### src/core/adc_sel_pkg.sv
// Package: register map, field layout, timing and types of the channel select block
package adc_sel_pkg;
  // ----------------------------------------------------------------
  // Register offsets
  // ----------------------------------------------------------------
  localparam logic [7:0] ADDR_IRQ_STAT  = 8'h70;
  localparam logic [7:0] ADDR_IRQ_MASK  = 8'h71;
  localparam logic [7:0] ADDR_CTRL_A    = 8'h7A;
  localparam logic [7:0] ADDR_CTRL_B    = 8'h7B;
  localparam logic [7:0] ADDR_INPUT_SEL = 8'h7C;
  // ----------------------------------------------------------------
  // Field positions
  // ----------------------------------------------------------------
  localparam int B_SUPPLY_OK  = 7;
  localparam int B_CMP_MUX_EN = 6;
  localparam int B_VREF_OK    = 5;
  localparam int B_ARST_REQ   = 4;
  localparam int B_CHAN_MSB   = 3;
  localparam int A_ENABLE     = 7;
  localparam int A_BUSY       = 6;
  localparam int A_AUTO_TRIG  = 5;
  localparam int A_DONE       = 4;
  localparam int S_VREF_HI    = 7;
  localparam int S_LEFT_ADJ   = 5;
  localparam int IRQ_DONE     = 0;
  localparam int IRQ_SUPPLY   = 1;
  localparam int IRQ_VREF     = 2;
  localparam int IRQ_ARST     = 3;
  // ----------------------------------------------------------------
  // Reset values and timing
  // ----------------------------------------------------------------
  localparam logic [7:0] RST_BYTE        = 8'h00;
  localparam int         CLK_PERIOD_NS   = 25;
  localparam int         VREF_STARTUP_NS = 20000;
  localparam logic [9:0] VREF_STARTUP_CYC =
    10'((VREF_STARTUP_NS + CLK_PERIOD_NS - 1) / CLK_PERIOD_NS);
  localparam logic [2:0] ARST_PHASE_CYC  = 3'h4;
  // ----------------------------------------------------------------
  // Selector codes and types
  // ----------------------------------------------------------------
  localparam logic [5:0] CODE_BANDGAP = 6'h1E;
  localparam logic [5:0] CODE_GND     = 6'h1F;
  localparam logic [5:0] CODE_TEMP    = 6'h29;
  localparam logic [5:0] CODE_BIAS_P  = 6'h34;
  localparam logic [5:0] CODE_BIAS_N  = 6'h3D;
  typedef enum logic [2:0] {SRC_NONE, SRC_PIN, SRC_BANDGAP, SRC_GND,
                            SRC_TEMP, SRC_BIAS_P, SRC_BIAS_N} src_t;
  typedef enum logic [1:0] {GAIN_1X, GAIN_10X, GAIN_200X} gain_t;
  typedef enum logic [1:0] {AR_IDLE, AR_WAIT, AR_PHASE} ar_state_t;
  typedef struct packed {
    src_t       src;
    logic       diff;
    gain_t      gain;
    logic [2:0] pos;
    logic [1:0] neg;
  } route_t;
  typedef struct packed {
    logic [7:0] ctrl_a;
    logic       cmp_mux_en;
    logic       buf_msb;
    logic [2:0] trig_sel;
    logic [1:0] vref_sel;
    logic       left_adj;
    logic [5:0] pend_sel;
    logic [5:0] act_sel;
    route_t     route;
    logic       arst_req;
    ar_state_t  ar_state;
    logic [2:0] ar_cnt;
    logic       arst;
    logic [9:0] vref_cnt;
    logic       vref_ok;
    logic       vref_en;
    logic       supply_ok;
    logic       supply_req;
    logic       sel_flag_q;
    logic       trig;
    logic [3:0] irq_stat;
    logic [3:0] irq_mask;
    logic       irq;
    logic [7:0] rdata;
  } state_t;
endpackage : adc_sel_pkg

### src/core/adc_chan_select.sv
// Channel select, supply and reference status logic of the A/D converter
// What this block does
// - Low selector writes during a conversion wait until that conversion completes.
// - Writing the low selector bits copies the buffered top bit into use.
// - Writing the top selector bit alone only loads a holding buffer.
// - A top bit change during a conversion waits until it completes.
// - Enable requests analog supply unless another function already requested it.
// - Bit 7 of control B reads 1 once analog supply is up.
// - Enable switches on the chosen reference at once; only the ready flag waits a start-up delay.
// - Bit 5 reads 1 when the internal reference nears its final level.
// - Writing 1 to bit 4 forces an analog reset phase, channel unchanged.
// - The reset request reads one until the reset phase is entered.
// - Bit 6 is a read/write comparator bit with no channel effect.
// - Codes 0-7 select single inputs; 0x1E bandgap; 0x1F ground.
// - Codes 8-15 are differential pairs at 10x or 200x gain.
// - Codes 16-29 are unity gain pairs against input 1 or 2.
// - Code 0x29 selects temperature sensor; 0x34 positive retention bias.
// - Code 0x3D selects negative retention bias; other high codes reserved.
// - Auto trigger takes rising edge of chosen flag; zero never triggers.
`timescale 1ns/1ps
`default_nettype none
module adc_chan_select (
  input  wire logic                sys_clk_i,
  input  wire logic                nrst_i,
  input  wire logic [7:0]          reg_addr_i,
  input  wire logic [7:0]          reg_wdata_i,
  input  wire logic                reg_wr_i,
  input  wire logic                reg_rd_i,
  output logic      [7:0]          reg_rdata_o,
  input  wire logic                conv_busy_i,
  input  wire logic                conv_done_i,
  input  wire logic                supply_good_i,
  input  wire logic                other_supply_req_i,
  input  wire logic [7:0]          trig_flags_i,
  output logic      [5:0]          act_sel_o,
  output adc_sel_pkg::route_t      route_o,
  output logic                     conv_enable_o,
  output logic                     left_adj_o,
  output logic                     cmp_mux_en_o,
  output logic                     supply_req_o,
  output logic                     vref_en_o,
  output logic      [1:0]          vref_sel_o,
  output logic                     analog_rst_o,
  output logic                     trigger_o,
  output logic                     irq_o
);
  // ----------------------------------------------------------------
  // Selector decode
  // ----------------------------------------------------------------
  function automatic adc_sel_pkg::route_t decode(input logic [5:0] c);
    adc_sel_pkg::route_t r;
    r = '{src: adc_sel_pkg::SRC_NONE, diff: 1'b0, gain: adc_sel_pkg::GAIN_1X,
          pos: 3'h0, neg: 2'h0};
    unique case (c[5:3])
      3'h0: begin
        r.src = adc_sel_pkg::SRC_PIN;
        r.pos = c[2:0];
      end
      3'h1: begin
        r.src  = adc_sel_pkg::SRC_PIN;
        r.diff = 1'b1;
        r.gain = c[1] ? adc_sel_pkg::GAIN_200X : adc_sel_pkg::GAIN_10X;
        r.pos  = c[2] ? {2'h1, c[0]} : {2'h0, c[0]};
        r.neg  = c[2] ? 2'h2 : 2'h0;
      end
      3'h2: begin
        r.src  = adc_sel_pkg::SRC_PIN;
        r.diff = 1'b1;
        r.pos  = c[2:0];
        r.neg  = 2'h1;
      end
      3'h3: begin
        if (c == adc_sel_pkg::CODE_BANDGAP) begin
          r.src = adc_sel_pkg::SRC_BANDGAP;
        end else if (c == adc_sel_pkg::CODE_GND) begin
          r.src = adc_sel_pkg::SRC_GND;
        end else begin
          r.src  = adc_sel_pkg::SRC_PIN;
          r.diff = 1'b1;
          r.pos  = c[2:0];
          r.neg  = 2'h2;
        end
      end
      default: begin
        // Sensor sits on a 10x differential path, bias codes on a unity gain one; rest connect nothing
        if (c == adc_sel_pkg::CODE_TEMP) begin
          r.src  = adc_sel_pkg::SRC_TEMP;
          r.diff = 1'b1;
          r.gain = adc_sel_pkg::GAIN_10X;
        end else if (c == adc_sel_pkg::CODE_BIAS_P) begin
          r.src  = adc_sel_pkg::SRC_BIAS_P;
          r.diff = 1'b1;
        end else if (c == adc_sel_pkg::CODE_BIAS_N) begin
          r.src  = adc_sel_pkg::SRC_BIAS_N;
          r.diff = 1'b1;
        end
      end
    endcase
    return r;
  endfunction : decode

  // ----------------------------------------------------------------
  // State and decoded strobes
  // ----------------------------------------------------------------
  adc_sel_pkg::state_t st;
  adc_sel_pkg::state_t next_st;
  logic wr_a;
  logic wr_b;
  logic wr_sel;
  logic wr_stat;
  logic wr_mask;
  logic enable;
  logic arst_ready;
  logic sel_flag;
  logic [3:0] events;

  // Register strobes
  assign wr_a    = reg_wr_i && (reg_addr_i == adc_sel_pkg::ADDR_CTRL_A);
  assign wr_b    = reg_wr_i && (reg_addr_i == adc_sel_pkg::ADDR_CTRL_B);
  assign wr_sel  = reg_wr_i && (reg_addr_i == adc_sel_pkg::ADDR_INPUT_SEL);
  assign wr_stat = reg_wr_i && (reg_addr_i == adc_sel_pkg::ADDR_IRQ_STAT);
  assign wr_mask = reg_wr_i && (reg_addr_i == adc_sel_pkg::ADDR_IRQ_MASK);
  assign enable  = st.ctrl_a[adc_sel_pkg::A_ENABLE];
  // Reset phase may only start on a powered, idle converter
  assign arst_ready = enable && st.supply_ok && !conv_busy_i;
  // Selected trigger flag; source zero is forced low so it never edges
  assign sel_flag = (st.trig_sel == 3'h0) ? 1'b0 : trig_flags_i[st.trig_sel];

  // ----------------------------------------------------------------
  // Next state
  // ----------------------------------------------------------------
  always_comb begin
    next_st = st;
    events  = 4'h0;
    // Control A: enable, auto trigger, interrupt enable, prescaler
    if (wr_a) begin
      next_st.ctrl_a = {reg_wdata_i[7], 1'b0, reg_wdata_i[5], st.ctrl_a[4],
                        reg_wdata_i[3:0]};
      if (reg_wdata_i[adc_sel_pkg::A_DONE]) begin
        next_st.ctrl_a[adc_sel_pkg::A_DONE] = 1'b0;
      end
    end
    // Done flag: a set in the clearing cycle wins
    if (conv_done_i) begin
      next_st.ctrl_a[adc_sel_pkg::A_DONE] = 1'b1;
    end
    // Control B: status flag positions are not writable
    if (wr_b) begin
      next_st.cmp_mux_en = reg_wdata_i[adc_sel_pkg::B_CMP_MUX_EN];
      next_st.buf_msb    = reg_wdata_i[adc_sel_pkg::B_CHAN_MSB];
      next_st.trig_sel   = reg_wdata_i[2:0];
      if (reg_wdata_i[adc_sel_pkg::B_ARST_REQ]) begin
        next_st.arst_req = 1'b1;
      end
    end
    // Low selector write commits the buffered top bit as well
    if (wr_sel) begin
      next_st.vref_sel = reg_wdata_i[adc_sel_pkg::S_VREF_HI -: 2];
      next_st.left_adj = reg_wdata_i[adc_sel_pkg::S_LEFT_ADJ];
      next_st.pend_sel = {st.buf_msb, reg_wdata_i[4:0]};
    end
    // Pending selection held while a conversion runs
    if (!conv_busy_i || conv_done_i) begin
      next_st.act_sel = next_st.pend_sel;
    end
    next_st.route = decode(next_st.act_sel);
    // Supply request and status
    next_st.supply_req = next_st.ctrl_a[adc_sel_pkg::A_ENABLE] && !other_supply_req_i;
    next_st.supply_ok  = supply_good_i;
    // Reference start-up; only internal references report readiness
    next_st.vref_en = enable && (st.vref_sel != 2'h0);
    if (!st.vref_en || !st.vref_sel[1]) begin
      next_st.vref_cnt = 10'h000;
      next_st.vref_ok  = 1'b0;
    end else if (st.vref_cnt == adc_sel_pkg::VREF_STARTUP_CYC) begin
      next_st.vref_ok = 1'b1;
    end else begin
      next_st.vref_cnt = st.vref_cnt + 10'h001;
    end
    // Analog reset phase; the channel is never touched here
    next_st.arst = 1'b0;
    unique case (st.ar_state)
      adc_sel_pkg::AR_IDLE: begin
        if (st.arst_req) begin
          next_st.ar_state = adc_sel_pkg::AR_WAIT;
        end
      end
      adc_sel_pkg::AR_WAIT: begin
        if (arst_ready) begin
          next_st.arst_req = 1'b0;
          next_st.arst     = 1'b1;
          next_st.ar_cnt   = adc_sel_pkg::ARST_PHASE_CYC - 3'h1;
          next_st.ar_state = adc_sel_pkg::AR_PHASE;
          events[adc_sel_pkg::IRQ_ARST] = 1'b1;
        end
      end
      adc_sel_pkg::AR_PHASE: begin
        if (st.ar_cnt == 3'h0) begin
          next_st.ar_state = adc_sel_pkg::AR_IDLE;
        end else begin
          next_st.arst   = 1'b1;
          next_st.ar_cnt = st.ar_cnt - 3'h1;
        end
      end
    endcase
    // Auto trigger on rising edge of the chosen flag
    next_st.sel_flag_q = sel_flag;
    next_st.trig = sel_flag && !st.sel_flag_q && enable
                   && st.ctrl_a[adc_sel_pkg::A_AUTO_TRIG];
    // Interrupt status: write one clears, a new event wins
    events[adc_sel_pkg::IRQ_DONE]   = conv_done_i;
    events[adc_sel_pkg::IRQ_SUPPLY] = next_st.supply_ok && !st.supply_ok;
    events[adc_sel_pkg::IRQ_VREF]   = next_st.vref_ok && !st.vref_ok;
    if (wr_stat) begin
      next_st.irq_stat = st.irq_stat & ~reg_wdata_i[3:0];
    end
    next_st.irq_stat = next_st.irq_stat | events;
    if (wr_mask) begin
      next_st.irq_mask = reg_wdata_i[3:0];
    end
    next_st.irq = |(next_st.irq_stat & next_st.irq_mask);
    // Read data valid the cycle after the strobe only
    next_st.rdata = adc_sel_pkg::RST_BYTE;
    if (reg_rd_i) begin
      unique case (reg_addr_i)
        adc_sel_pkg::ADDR_CTRL_A: begin
          next_st.rdata = st.ctrl_a;
          next_st.rdata[adc_sel_pkg::A_BUSY] = conv_busy_i;
        end
        adc_sel_pkg::ADDR_CTRL_B: begin
          next_st.rdata = {st.supply_ok, st.cmp_mux_en, st.vref_ok, st.arst_req,
                           st.buf_msb, st.trig_sel};
        end
        adc_sel_pkg::ADDR_INPUT_SEL: begin
          next_st.rdata = {st.vref_sel, st.left_adj, st.pend_sel[4:0]};
        end
        adc_sel_pkg::ADDR_IRQ_STAT: begin
          next_st.rdata = {4'h0, st.irq_stat};
        end
        adc_sel_pkg::ADDR_IRQ_MASK: begin
          next_st.rdata = {4'h0, st.irq_mask};
        end
        default: begin
          next_st.rdata = adc_sel_pkg::RST_BYTE;
        end
      endcase
    end
  end

  // ----------------------------------------------------------------
  // State register
  // ----------------------------------------------------------------
  always_ff @(posedge sys_clk_i or negedge nrst_i) begin
    if (!nrst_i) begin
      st <= '0;
      st.route <= '{src: adc_sel_pkg::SRC_PIN, diff: 1'b0,
                    gain: adc_sel_pkg::GAIN_1X, pos: 3'h0, neg: 2'h0};
    end else begin
      st <= next_st;
    end
  end

  // Outputs straight from the state register
  assign reg_rdata_o   = st.rdata;
  assign act_sel_o     = st.act_sel;
  assign route_o       = st.route;
  assign conv_enable_o = st.ctrl_a[adc_sel_pkg::A_ENABLE];
  assign left_adj_o    = st.left_adj;
  assign cmp_mux_en_o  = st.cmp_mux_en;
  assign supply_req_o  = st.supply_req;
  assign vref_en_o     = st.vref_en;
  assign vref_sel_o    = st.vref_sel;
  assign analog_rst_o  = st.arst;
  assign trigger_o     = st.trig;
  assign irq_o         = st.irq;
endmodule : adc_chan_select
`default_nettype wire

### config.mk
export PLATFORM = sky130hd
export DESIGN_NAME = adc_chan_select
export DESIGN_NICKNAME = d
export VERILOG_FILES = /design/src/core/adc_sel_pkg.sv /design/src/core/adc_chan_select.sv
export SDC_FILE = /design/constraint.sdc
export NUM_CORES = 1
export LEC_CHECK = 0
export ABC_AREA = 1
export ABC_CLOCK_PERIOD_IN_PS = 1900
export BUFFER_PORTS_ARGS = -buffer_cell sky130_fd_sc_hd__buf_2
export CAP_MARGIN = 20
export CORE_MARGIN = 2
export CORE_UTILIZATION = 57
export DETAILED_ROUTE_END_ITERATION = 7
export PLACE_DENSITY = 0.87
export SETUP_SLACK_MARGIN = 0.05
export SLEW_MARGIN = 10
export SYNTH_ARGS = -nofsm -noshare
export SYNTH_HDL_FRONTEND = slang
export SYNTH_SLANG_ARGS = --single-unit
export TNS_END_PERCENT = 100
### constraint.sdc
create_clock -name sys_clk_i -period 1.9 [get_ports sys_clk_i]
set_clock_uncertainty 0.1 [all_clocks]
set_input_delay 0.475 -clock sys_clk_i [delete_from_list [all_inputs] [get_ports sys_clk_i]]
set_output_delay 0.475 -clock sys_clk_i [all_outputs]
set_load 0.03 [all_outputs]
-- Word level (Yosys, flattened, before mapping)
Index checks and enable logic that the tools add are counted.
- register bits: 78
- output and inout bits: 35
- bits of input ports: 32
- $add $sub $neg: 2
- equal/unequal tests: 21
- reduce and logical (&&, ||, !) cells: 39
- magnitude comparators: 1
- mux-type cells: 44
- bitwise operators: 4
- operator list (cell ; count):
    $eq A8 B7 Y1 const B ; 5
    $pmux W8 S5 ; 1
    $mux W4 ; 6
    $eq A6 B6 Y1 const B ; 3
    $mux W8 ; 2
    $logic_and A1 B1 Y1 ; 14
    $mux W2 ; 7
    $mux W1 ; 13
    $eq A6 B5 Y1 const B ; 2
    $mux W6 ; 2
    $pmux W2 S3 ; 2
    $mux W11 ; 1
    $add A10 B1 Y10 const B ; 1
    $eq A10 B10 Y1 const B ; 1
    $mux W10 ; 1
    $mux W5 ; 2
    $ne A2 B2 Y1 const B ; 5
    $logic_not A3 Y1 ; 3
    $pmux W3 S3 ; 1
    $and A4 B4 Y4 ; 2
    $pmux W4 S2 ; 1
    $reduce_bool A2 Y1 ; 4
    $logic_not A1 Y1 ; 7
    $mux W7 ; 1
    other kinds (19) ; 24

-- Logic depth before layout (Yosys ltp)
- word-level depth: 9
- gate-level depth with buffers: 15
- mapped depth without buffers: 14

-- Worst setup path before layout
No wires, ideal clock.
- kind: input to register
- start point: input reg_addr_i[7]
- end point: register st, in the netlist route_o[7]
- path buffers: 1
- stages: 12
- arrival time: 1.618 ns
- library setup time: 0.065 ns
- data required time: 1.735 ns
- setup slack: 0.117 ns
- cells stage by stage: inv_1 nand2_2 nor2_8 buf_4 nand4_2 nand3_4 nand2_8 nor2_4 nand3_1 nand2_1 nor2_2 nand2_1
- RTL lines (element ; RTL line ; RTL):
    from (decl) ; adc_chan_select.sv:25 ; input wire logic [7:0] reg_addr_i,
    to (signal assigned) ; adc_chan_select.sv:259 ; st <= next_st;
    to (decl) ; adc_chan_select.sv:105 ; adc_sel_pkg::state_t st;

==> metrics.yaml <==
grt_pass1_vias: 3438
antenna_cells: 0
min_period_ps: 1781
synth-edff-count: 0
antenna_found_initial: 0
ir_drop_uv: 741.8
slew_violations: 0
core_area_mm2: 0.007137
p_comb_frac: 0.194
synthCells: 460
cts_buffer_depth: 2
grt_max_degree: 32
cts_tree: "yes"
synth.most_common_cell: "nand2_1"
dr.pass1.iters: 6
synthDistinctLibCells: 44
num_rows: 31
dp_slack_ps: -173.4
p_int_w: 0.002924
worst_path_max_delay_cell: "dfrtp_1"
crit_path_cell_trace: "inv_1 > ha_1 > nand2_1 > nor2_1 > nand3b_1 > o21ai_0 > nand2_1 > nand4_1"
power_frac_clock: 0.364
postRouteAntennaNets: 0
period_share: 0.9376
synth_top_area_frac: 0.4671
worstHoldPathType: "input port to register"
synth_area_leader_cell: "dfrtp_1"
rsz0062_at_grt: "false"
setup_viol: 0
worst_setup_path_start_kind: "register"
portBuffers: 65
cts-htree-levels: 3
crit_path_frequent_cell: "nand2_1"
post-dp-hpwl_um: 7132
cts.sinks: 78
io-pin-count: 67
via_per_inst: 5.332
synthTopCellsByCount: "nand2_1 (88), dfrtp_1 (77), inv_1 (58)"
max_freq_mhz: 561.4
synthTopCellsByArea: "dfrtp_1 (47%), nand2_1 (8.0%), inv_1 (5.3%)"
critPathMaxFanout: 5
grt_use_total: 0.2660
cp_slowest_stage_delay_ps: 430
crit_required_ps: 2090
cts_made_buffers: 9
synth-seq-cells: 78
layout-drive-gt1-share: 0.3440
relSlewSlack: 0.7234
synth-seq-area-share: 0.4735
fill_cells: 528
finalHoldViolCount: 0
postSynth.asyncResetShare: 1.000
clk_latency_ps: 370
leakage_nw: 2.677
status: "complete, no violations"
netSwitchingPower_w: 0.001212
grt_pass1_wl_um: 16100
synth_fp_nets: 499
area_delta_synth_final_pct: 21.90
worstPathArrival_ps: 1970
critPathCaptureType: "register"
wirelength_um: 9802
cts_root_buf: "clkbuf_8"
synth_area_per_cell_um2: 8.968
final_util: 0.7046
start_util: 0.5780
yosysWarnings: 0
fp.dieH_um: 89.07
gp_congestion: 0.9087
final_nets: 595
maxCapViolations: 0
wire_per_inst_um: 14.85
p_seq_frac: 0.442
total_power_w: 0.004136
tightestPinTransition_ps: 414.9
dieArea_mm2: 0.007933
critPathKind: "register to register"
clk_pin_slew_worst_paths_ps: 90
drc: 0
ys.flop_type: "dfrtp_1"
setup_ws_ps: 118.7
hold_slack_ps: 152.5
tns_ps: 0
powerDensity_mw_per_mm2: 822.4
die_width_um: 89.07
syn_area_mm2: 0.004125
dr_total_vias: 3519
gr-total-overflow: 0
swShare: 0.2930
drtIter0Drc: 284
stage by stage:
stage / area, µm² / cells
floorplan: 4125 / 460
global placement: 4738 / 640
detailed placement: 4738 / 640
CTS: 4986 / 657
global route: 5029 / 660
finish: 5029 / 660
worst max-delay path: cells and delay by family, from the launching register on:
family          cells  cell delay [ps]
buf+inv             1               70
flops               1              430
simple gates        5              610
fa+ha+maj           1              150
compound gates      1              320
routing by layer:
layer	GRT usage	wire, µm	up-vias
li1	-	-	1650
met1	0.3482	4237	1691
met2	0.4267	4719	145
met3	0.05448	570	33
met4	0.1235	275	0
met5	0	0	-
final cells by class:
type,count,area (µm²),area share
Clock inverter,6,110.1,0.02190
Clock buffer,10,127.6,0.02538
Timing Repair Buffer,118,778.2,0.1548
Inverter,66,249.0,0.04951
Sequential cell,78,1953,0.3884
Multi-Input combinational cell,283,1687,0.3354
Tap cell,99,123.9,0.02463
state kept, by name, indices dropped and copies added, names as in the netlist:
name,flops
st,43
route_o,11
reg_rdata_o,8
act_sel_o,6
vref_sel_o,2
analog_rst_o,1
cmp_mux_en_o,1
conv_enable_o,1
irq_o,1
left_adj_o,1
supply_req_o,1
trigger_o,1
vref_en_o,1
path summary, 6_finish.rpt:
kind	startpoint	end	cells past startpoint	slack [ps]
setup / recovery	st[23]$_DFFE_PN0P_	irq_o$_DFF_PN0_	8	120
hold / removal	supply_good_i	st[20]$_DFF_PN0_	1	150
setup reg to reg	st[23]$_DFFE_PN0P_	irq_o$_DFF_PN0_	8	120
hold reg to reg	st[18]$_DFF_PN0_	trigger_o$_DFF_PN0_	1	300
max in group asynchronous	nrst_i	route_o[8]$_DFF_PN1_	3	680
min in group asynchronous	nrst_i	conv_enable_o$_DFF_PN0_	2	480
power groups by stage:
stage          Combinational, W  Sequential [W]  Clock, W
6_report               0.000801         0.00183   0.00150
5_1_grt                0.000908         0.00184   0.00158
4_1_cts                0.000786         0.00182   0.00151
3_5_place_dp           0.000779         0.00185         0
3_3_place_gp           0.000733         0.00184         0
2_1_floorplan          0.000475         0.00187         0
timing repair:
action | in CTS | in global routing
buffers inserted | 0 | 3
endpoints found under the hold margin | 29 | 0
resized for setup | 0 | 5
hold buffers | 1 | 0
setup endpoints to repair | 0 | 4
cell usage in the layout, fill, tap and decap left out, types with 5 or more instances in the layout:
cell      instances
nand4_1           6
nand2_1          88
nand2_2           5
clkbuf_8          9
nor3_1            6
nor2_1           25
nor2_4            5
dfrtp_1          77
nor2_2            7
or2_2             5
inv_1            57
buf_4            49
buf_2            64
nand2_4          13
o21ai_1          14
a21oi_1          18
o21ai_0          26
nand3_1          21
inv_2             8
ha_1              6
cells by family (layout without fill, tap and decap cells):
family / after synthesis / in the layout / share of synthesized area
mux: 1 / 1 / 0.002427
fa+ha+maj: 7 / 7 / 0.02123
flops: 78 / 78 / 0.4735
compound gates: 73 / 73 / 0.09797
buf+inv: 99 / 200 / 0.1225
simple gates: 201 / 201 / 0.2803
xor+xnor: 1 / 1 / 0.002124
No activity file was read; power rests on OpenSTA's default activity.
